==> src/cbm_pkg.sv <==
// Summary of operation
// - Mask C source from select bits 11-8.
// - Mask B source from select bits 7-4.
// - Mask A source from select bits 3-0.
// - Unused bits ignore writes, read zero.
// - Polarity 0 blocks a high comparator level.
// - Control bit 13 feeds true C to OR.
// - Control bit 12 feeds inverted C to OR.
// - Control bit 11 feeds true B to OR.
// - Control bit 10 feeds inverted B to OR.
// - Control bit 9 feeds true A to OR.
// - Control bit 8 feeds inverted A to OR.
// - Control bit 7 feeds inverted AND to OR.
// - Control bit 6 feeds true AND to OR.
// - Control bit 5 feeds true C to AND.
// - Control bit 4 feeds inverted C to AND.
// - Control bit 3 feeds true B to AND.
// - Control bit 2 feeds inverted B to AND.
// - Control bit 1 feeds true A to AND.
// - Control bit 0 feeds inverted A to AND.
package cbm_pkg;
  localparam logic [11:0] ADDR_SRC     = 12'h000;
  localparam logic [11:0] ADDR_CON     = 12'h004;
  localparam logic [15:0] SRC_WMASK    = 16'h0fff;
  localparam logic [15:0] CON_WMASK    = 16'hbfff;
  localparam logic [15:0] RST_VAL      = 16'h0000;
  localparam int          SRC_C_LSB    = 8;
  localparam int          SRC_B_LSB    = 4;
  localparam int          SRC_A_LSB    = 0;
  localparam int          POL_BIT      = 15;
  localparam int          OR_C_T       = 13;
  localparam int          OR_C_N       = 12;
  localparam int          OR_B_T       = 11;
  localparam int          OR_B_N       = 10;
  localparam int          OR_A_T       = 9;
  localparam int          OR_A_N       = 8;
  localparam int          AND_INV_OR   = 7;
  localparam int          AND_TRUE_OR  = 6;
  localparam int          AND_C_T      = 5;
  localparam int          AND_C_N      = 4;
  localparam int          AND_B_T      = 3;
  localparam int          AND_B_N      = 2;
  localparam int          AND_A_T      = 1;
  localparam int          AND_A_N      = 0;
  localparam int          NUM_SRC      = 16;
  localparam int          SEL_W        = 4;
  localparam logic [3:0]  SEL_TRIG18   = 4'hc;
  localparam logic [3:0]  SEL_TRIG19   = 4'hd;
  localparam logic [3:0]  SEL_FAULT_IN_2     = 4'he;
  localparam logic [3:0]  SEL_FAULT_IN_4     = 4'hf;
  localparam logic [15:0] AND_FIELD    = 16'h003f;
  localparam logic [15:0] OR_FIELD     = 16'h3fc0;
endpackage

==> src/cbm_top.sv <==
`timescale 1ns/1ps
module cbm_top (
  input  wire logic        mclk,          // System clock.
  input  wire logic        rst_n,         // Asynchronous reset, active low.
  input  wire logic        psel,          // APB select.
  input  wire logic        penable,       // APB access phase.
  input  wire logic        pwrite,        // APB write.
  input  wire logic [11:0] paddr,         // APB byte address.
  input  wire logic [31:0] pwdata,        // APB write data.
  output logic      [31:0] prdata,        // APB read data.
  output logic             pready,        // APB ready.
  output logic             pslverr,       // APB error.
  input  wire logic [11:0] pwm_outs,      // Generator outputs, low side on even bits.
  input  wire logic        trig_gen_out_18, // Trigger output 18.
  input  wire logic        trig_gen_out_19, // Trigger output 19.
  input  wire logic        fault_in_2,    // Fault input 2.
  input  wire logic        fault_in_4,    // Fault input 4.
  input  wire logic        cmp_in,        // Comparator output.
  output logic             cmp_gated,     // Blanked comparator output, registered.
  output logic             mask_active    // Mask level, registered.
);
  logic [15:0] src_q, src_d, con_q, con_d;
  logic        gated_q, gated_d, mact_q, mact_d;
  logic [31:0] rdata_q, rdata_d;
  logic        err_q, err_d;
  logic [15:0] sources;
  logic        mask_input_a, mask_input_b, mask_input_c, and_gate_result, or_res;
  logic        wr_src, wr_con, hit;
  logic [3:0]  code_a, code_b, code_c;

  assign sources = {fault_in_4, fault_in_2, trig_gen_out_19, trig_gen_out_18, pwm_outs};
  assign code_c  = src_q[cbm_pkg::SRC_C_LSB +: cbm_pkg::SEL_W];
  assign code_b  = src_q[cbm_pkg::SRC_B_LSB +: cbm_pkg::SEL_W];
  assign code_a  = src_q[cbm_pkg::SRC_A_LSB +: cbm_pkg::SEL_W];

  function automatic logic pick(input logic [15:0] s, input logic [3:0] code);
    pick = s[code];
  endfunction

  // Reads are captured in the setup cycle; a write commits only at the access edge.
  assign hit    = (paddr == cbm_pkg::ADDR_SRC) || (paddr == cbm_pkg::ADDR_CON);
  assign wr_src = psel && penable && pready && pwrite && (paddr == cbm_pkg::ADDR_SRC);
  assign wr_con = psel && penable && pready && pwrite && (paddr == cbm_pkg::ADDR_CON);
  assign pready  = 1'b1;
  assign prdata  = rdata_q;
  assign pslverr = err_q;

  always_comb begin
    src_d   = src_q;
    con_d   = con_q;
    rdata_d = rdata_q;
    err_d   = 1'b0;
    if (wr_src) begin
      src_d = pwdata[15:0] & cbm_pkg::SRC_WMASK;
    end
    if (wr_con) begin
      con_d = pwdata[15:0] & cbm_pkg::CON_WMASK;
    end
    if (psel && !penable) begin
      err_d   = !hit;
      rdata_d = 32'h0000_0000;
      if (!pwrite && paddr == cbm_pkg::ADDR_SRC) begin
        rdata_d = {16'h0000, src_q};
      end else if (!pwrite && paddr == cbm_pkg::ADDR_CON) begin
        rdata_d = {16'h0000, con_q};
      end
    end
  end

  always_comb begin
    mask_input_c = pick(sources, code_c);
    mask_input_b = pick(sources, code_b);
    mask_input_a = pick(sources, code_a);
    and_gate_result = ((con_q & cbm_pkg::AND_FIELD) != 16'h0000)
      && (!con_q[cbm_pkg::AND_C_T] || mask_input_c)
      && (!con_q[cbm_pkg::AND_C_N] || !mask_input_c)
      && (!con_q[cbm_pkg::AND_B_T] || mask_input_b)
      && (!con_q[cbm_pkg::AND_B_N] || !mask_input_b)
      && (!con_q[cbm_pkg::AND_A_T] || mask_input_a)
      && (!con_q[cbm_pkg::AND_A_N] || !mask_input_a);
    or_res = (con_q[cbm_pkg::OR_C_T] && mask_input_c)
      || (con_q[cbm_pkg::OR_C_N] && !mask_input_c)
      || (con_q[cbm_pkg::OR_B_T] && mask_input_b)
      || (con_q[cbm_pkg::OR_B_N] && !mask_input_b)
      || (con_q[cbm_pkg::OR_A_T] && mask_input_a)
      || (con_q[cbm_pkg::OR_A_N] && !mask_input_a)
      || (con_q[cbm_pkg::AND_INV_OR] && !and_gate_result)
      || (con_q[cbm_pkg::AND_TRUE_OR] && and_gate_result);
    mact_d = or_res;
    if (!or_res) begin
      gated_d = cmp_in;
    end else if (con_q[cbm_pkg::POL_BIT]) begin
      gated_d = 1'b1;
    end else begin
      gated_d = 1'b0;
    end
  end

  always_ff @(posedge mclk or negedge rst_n) begin
    if (!rst_n) begin
      src_q   <= cbm_pkg::RST_VAL;
      con_q   <= cbm_pkg::RST_VAL;
      rdata_q <= 32'h0000_0000;
      err_q   <= 1'b0;
    end else begin
      src_q   <= src_d;
      con_q   <= con_d;
      rdata_q <= rdata_d;
      err_q   <= err_d;
    end
  end

  // Outputs are registered so the blanked level never glitches while selects settle.
  always_ff @(posedge mclk or negedge rst_n) begin
    if (!rst_n) begin
      gated_q <= 1'b0;
      mact_q  <= 1'b0;
    end else begin
      gated_q <= gated_d;
      mact_q  <= mact_d;
    end
  end

  assign cmp_gated   = gated_q;
  assign mask_active = mact_q;
endmodule

==> config.mk <==
export PLATFORM = sky130hd
export DESIGN_NAME = cbm_top
export DESIGN_NICKNAME = d
export VERILOG_FILES = /design/src/cbm_pkg.sv /design/src/cbm_top.sv
export SDC_FILE = /design/constraint.sdc
export NUM_CORES = 1
export LEC_CHECK = 0
export BUFFER_PORTS_ARGS = -buffer_cell sky130_fd_sc_hd__buf_2
export CORE_MARGIN = 5
export CORE_UTILIZATION = 51
export DETAILED_ROUTE_END_ITERATION = 10
export PLACE_DENSITY = 0.86
export SYNTH_ARGS = -nofsm -noshare
export SYNTH_HDL_FRONTEND = slang
export SYNTH_SLANG_ARGS = --single-unit
==> constraint.sdc <==
create_clock -name mclk -period 4.1 [get_ports mclk]
set_clock_uncertainty 0.05 [all_clocks]
set_input_delay 0.205 -clock mclk [delete_from_list [all_inputs] [get_ports mclk]]
set_output_delay 0.205 -clock mclk [all_outputs]
set_load 0.005 [all_outputs]
* Yosys cells after proc, flatten, opt, wreduce, memory -nomap -nowiden
Cells that the tools add are included.
** Storage, ports and cells
- Bits in registers :: 62
- Input bits :: 66
- Output and inout port bits :: 36
- Word-level logic and storage cells :: 71
** Cells by class
- Magnitude comparators :: 3
- Reductions and logical operators :: 50
- Mux-type cells :: 11
- Equality and inequality tests :: 1
** Operators by type and width (count)
- two-way mux 32 bit :: 1
- logical AND 1 bit :: 21
- two-way mux 16 bit :: 1
- nonzero test 16 bit :: 1
- less-than comparator 4 x 5 -> 1 bit (second input constant) :: 3
- logical OR 1 bit :: 14
- zero test 1 bit :: 13
- binary-select mux 1 bit (select 4 bit) :: 3
- == test 12 x 3 -> 1 bit (second input constant) :: 1
- zero test 12 bit :: 1
- two-way mux 1 bit :: 6

* Longest topological paths before layout
- Depth after elaboration :: 14
- Gate-level depth with buffers :: 7
- Gate-level depth less buffers :: 6

* Least setup slack after synthesis
No wires, ideal clock.
- Kind :: register to register
- Start point :: register src_q[0]
- End point :: register gated_q, in the netlist cmp_gated
- Setup slack :: 1.585 ns
- Arrival :: 2.337 ns
- Period minus slack after synthesis :: 2.515 ns
- Setup time :: 0.127 ns
- Path buffers :: 1
- Data required time :: 3.923 ns
- Cell stages (with the launch flop) :: 8
- Path through :: dfrtp_1 -> buf_2 -> mux4_2 -> mux4_2 -> mux2i_1 -> nand3_1 -> a211o_1 -> mux2_1
** Between the ends
- Longest elaborated chain between the ends :: 10
- Elaborated cells between the ends (all ways) :: 17
- Classes of those cells :: mux (3); reduce/logical (14)
** RTL lines
- from (decl) :: line cbm_top.sv:22 : logic [15:0] src_q, src_d, con_q, con_d;
- from (signal assigned) :: line cbm_top.sv:101 : src_q <= cbm_pkg::RST_VAL;
- from (signal assigned) :: line cbm_top.sv:106 : src_q <= src_d;
- binary-select mux 1 bit (select 4 bit) * :: line cbm_top.sv:37 : pick = s[code];
- two-way mux 1 bit (not written as such) * :: line cbm_top.sv:37
- logical OR 1 bit or zero test 1 bit (tied branches) :: line cbm_top.sv:79, cbm_top.sv:80, cbm_top.sv:86
- logical AND 1 bit or logical OR 1 bit (tied branches) :: line cbm_top.sv:79, cbm_top.sv:80
- logical AND 1 bit :: line cbm_top.sv:80 : && (!con_q[cbm_pkg::AND_A_N] || !mask_input_a);
- zero test 1 bit :: line cbm_top.sv:87 : || (con_q[cbm_pkg::AND_INV_OR] && !and_gate_result)
- logical AND 1 bit :: line cbm_top.sv:87
- logical OR 1 bit :: line cbm_top.sv:87
- logical OR 1 bit * :: line cbm_top.sv:88 : || (con_q[cbm_pkg::AND_TRUE_OR] && and_gate_result);
- named net mact_d :: line cbm_top.sv:23 : logic gated_q, gated_d, mact_q, mact_d;
- two-way mux 1 bit * :: line cbm_top.sv:90 : if (!or_res) begin
- named net gated_d :: line cbm_top.sv:23
- to (signal assigned) :: line cbm_top.sv:119 : gated_q <= gated_d;
- to (decl) :: line cbm_top.sv:23
The timed path passes the listed nets; every way through them passes the cells marked *. The select of a mux whose other input is x is not followed.
A chain may end at the register's enable or synchronous reset.

* Worst setup path after layout
- Start point :: register src_q[8]
- End point :: register gated_q, in the netlist cmp_gated
** Between the ends
- Longest elaborated chain between the ends :: 14
- Elaborated cells between the ends (all ways) :: 24
- Classes of those cells :: mux (3); reduce/logical (21)
** RTL lines
- binary-select mux 1 bit (select 4 bit) * :: line cbm_top.sv:37
- two-way mux 1 bit (not written as such) * :: line cbm_top.sv:37
- logical OR 1 bit or zero test 1 bit (tied branches) :: line cbm_top.sv:75, cbm_top.sv:76, cbm_top.sv:82
- logical AND 1 bit or logical OR 1 bit (tied branches) :: line cbm_top.sv:75, cbm_top.sv:76
- logical AND 1 bit :: line cbm_top.sv:76 : && (!con_q[cbm_pkg::AND_C_N] || !mask_input_c)
- logical AND 1 bit :: line cbm_top.sv:77 : && (!con_q[cbm_pkg::AND_B_T] || mask_input_b)
- logical AND 1 bit :: line cbm_top.sv:78 : && (!con_q[cbm_pkg::AND_B_N] || !mask_input_b)
- logical AND 1 bit :: line cbm_top.sv:79 : && (!con_q[cbm_pkg::AND_A_T] || mask_input_a)
- logical AND 1 bit :: line cbm_top.sv:80
- zero test 1 bit :: line cbm_top.sv:87
- logical AND 1 bit :: line cbm_top.sv:87
- logical OR 1 bit :: line cbm_top.sv:87
- logical OR 1 bit * :: line cbm_top.sv:88
- named net mact_d :: line cbm_top.sv:23
- two-way mux 1 bit * :: line cbm_top.sv:90
- named net gated_d :: line cbm_top.sv:23
Marks and branches as above.

==> key figures <==
Outcome
  – Status: finished clean

Timing
  – Slew Limit Headroom: 0.361
  – Final TNS setup: 0 ns
  – Share of the clock period used by the worst path: 0.667
  – Slew at the pin with the worst max-slew slack: 0.958 ns
  – Fin Hold WS: 0.00456 ns
  – Final hold viol count: 0
  – Fmax: 366 MHz
  – Final Max Tran Viols: 0
  – RSZ-0062 raised after global routing: no
  – Tmin final: 2.74 ns
  – Endpoints failing setup: 0

Power and ir drop
  – Leak Pwr: 1.44 nW
  – Part of the power in registers: 0.521
  – Switching part of the total power: 0.210
  – Power per cell area: 306 nW/um^2
  – P_int: 0.675 mW
  – Sw power: 0.180 mW
  – Clock network fraction of total power: 0.401
  – Gate power share: 0.078
  – Max VDD drop: 0.196 mV
  – Total Power: 0.855 mW

Floorplanning
  – Ports: 102
  – Chip height: 78.4 um
  – Initial Util: 0.537
  – Die X: 78.4 um
  – Core Box Area: 4440 um^2
  – Die area: 6150 um^2
  – Row cnt: 24

GRT
  – Met1 Use GR: 0.214
  – GRT met3 Usage: 0.0549
  – Met2 Track Usage GR: 0.331
  – Most Used Layer, Global Route: met2
  – Overflow after GRT: 0
  – Largest net degree at the start of global routing: 46
  – Global router's overall resource usage: 0.187
  – Vias in the first global route: 1810
  – Initial antenna violation count: 0
  – First-pass GRT wire length: 8820 um

Job
  – Max-cap violations: 0

Clocking
  – Clock Path Buffers: 2
  – Clock tree sinks: 45
  – Cts bufs inserted: 5
  – Setup Buffers After CTS: 0
  – CTS tree: built
  – CTS clock-pin slew for the worst setup and hold paths: 0.08 ns
  – H-tree depth: 2
  – Clock Latency Late Sink: 0.30 ns
  – CTS Hold Bufs: 0
  – Post-CTS sizing: 0
  – Clk root buf: clkbuf_8

Hold path
  – HP Class: in2async

Critical path
  – Data required time at the worst endpoint: 4.24 ns
  – Critical path peak fanout: 6
  – Setup Crit Path Kind: reg2reg
  – Crit path max-delay family: multiplexers
  – Slowest cell on the critical path: mux4_2
  – Crit start category: flip-flop
  – Arrival time of the worst setup path: 2.87 ns
  – Slowest stage delay, CP: 0.54 ns
  – Worst path buffer plus inverter count: 0
  – Cells along the critical path: mux4_2 > mux4_2 > mux2i_1 > nand3_1 > a211o_1 > mux2_1
  – Most common cell on crit path: mux4_2
  – CP endpoint kind: flip-flop

Synth
  – Async set or reset register ratio after synthesis: 1.00
  – Register bit total from synthesis: 45
  – Distinct cell type count after synthesis: 22
  – Area of the mapped netlist: 2390 um^2
  – EDFF count, synth: 0
  – Sequential area share after synthesis: 0.472
  – Most frequent cell after synthesis: dfrtp_1
  – Post-synth top cells: dfrtp_1, mux2_2, buf_4, mux2i_1, mux4_2
  – Syn avg cell area: 13.0 um^2
  – Synth top area cells: dfrtp_1, mux4_2, mux2_2, mux2i_1, buf_4
  – Syn Inst Count: 183
  – Yosys top cell area share: 0.472
  – Ys flop type: dfrtp_1
  – Yosys Warn Count: 0
  – Yosys top cell by area: dfrtp_1

Cells and area
  – Final net count: 312
  – Layout cells sized above 1: 0.474
  – Layout area overhead: 17.2%
  – Antenna cells: 0
  – Finished Layout Cells: 299

Detailed routing
  – Post-DRT Antenna Nets: 0
  – DR vias/cell: 5.47
  – Avg WL per Cell: 17.4 um
  – Via count: 1637
  – First DRT Iteration DRCs: 75
  – Routed WL: 5190 um
  – DRC violations left: 0
  – DRT Pass-1 Iters: 4

Place
  – Dpl hpwl: 4130 um
  – # port buffers: 66
  – DP Cell Count: 291
  – Routability Congestion: 0.874
==> cell families (layout without fill, tap and decap cells) <==
logic type,count (synthesis),after routing,share of synthesized area
AOI/OAI and AO/OA,18,18,0.0461
and+or+nand+nor,28,28,0.0540
buffers and inverters,29,77,0.0755
other,2,18,0.00315
DFF,45,45,0.472
muxes,61,61,0.349
==> sequential cells by signal, summed over array words and instances (netlist names) <==
name / count
cmp_gated: 1
con_q: 15
pslverr: 1
prdata: 15
src_q: 12
mask_active: 1
==> worst register-to-register path, cell delays in order, from the launching register on <==
cell     delay [ns]
dfrtp_1        0.53
mux4_2         0.54
mux4_2         0.53
mux2i_1        0.22
nand3_1        0.10
a211o_1        0.34
mux2_1         0.32
==> metal layers <==
metal	vias up	routed length [um]
met5	-	0
met4	0	87
met3	7	402
met2	63	2730
met1	807	1970
li1	760	-
==> per-stage QoR <==
step / cell area, um^2 / utilization / setup WS (ns)
floorplan: 2450 / - / 1.59
global placement: 2680 / 0.603 / 1.40
detailed placement: 2680 / 0.603 / 1.38
CTS: 2800 / 0.629 / 1.36
global route: 2800 / 0.629 / 1.22
finish: 2800 / 0.629 / 1.36
==> placed cells by master, fill, tap and decap left out, drive strengths merged, types with 3 or more instances in the layout <==
cell    netlist  final
a22o          3      3
buf          21     68
clkbuf        7      7
conb          2     18
dfrtp        45     45
mux2         28     28
mux2i        18     18
mux4         15     15
nand2        14     14
nor2          5      5
nor4          3      3
o21ai        12     12
==> layout make-up <==
type                    count  area (um^2)
clock buffers               7         86.3
clock inverters             1         30.0
fillers                   359         1650
inverters                   1         3.75
multi-input cells         125         1140
flip-flops and latches     45         1130
well taps                  52         65.1
repair buffers             68          345
==> final timing paths <==
check	startpoint	end	slack, ns	cells after the start
hold / removal	rst_n	src_q[8]$_DFFE_PN0P_	0.005	1
max in group asynchronous	rst_n	con_q[8]$_DFFE_PN0P_	3.40	1
setup / recovery	src_q[8]$_DFFE_PN0P_	cmp_gated$_DFF_PN0_	1.36	6
hold reg to reg	prdata[3]$_DFFE_PN0P_	prdata[3]$_DFFE_PN0P_	0.43	2
setup reg to reg	src_q[8]$_DFFE_PN0P_	cmp_gated$_DFF_PN0_	1.36	6
min in group mclk	cmp_in	cmp_gated$_DFF_PN0_	0.06	2
==> power groups by stage <==
stage | logic, mW | registers, mW | clock network [mW]
after CTS | 0.0671 | 0.445 | 0.351
after detailed placement | 0.0669 | 0.454 | 0
after floorplan | 0.0392 | 0.454 | 0
final | 0.0667 | 0.446 | 0.343
after global routing | 0.0744 | 0.446 | 0.369
after global placement | 0.0651 | 0.454 | 0
Note: power is estimated with default switching activity, not from simulation.
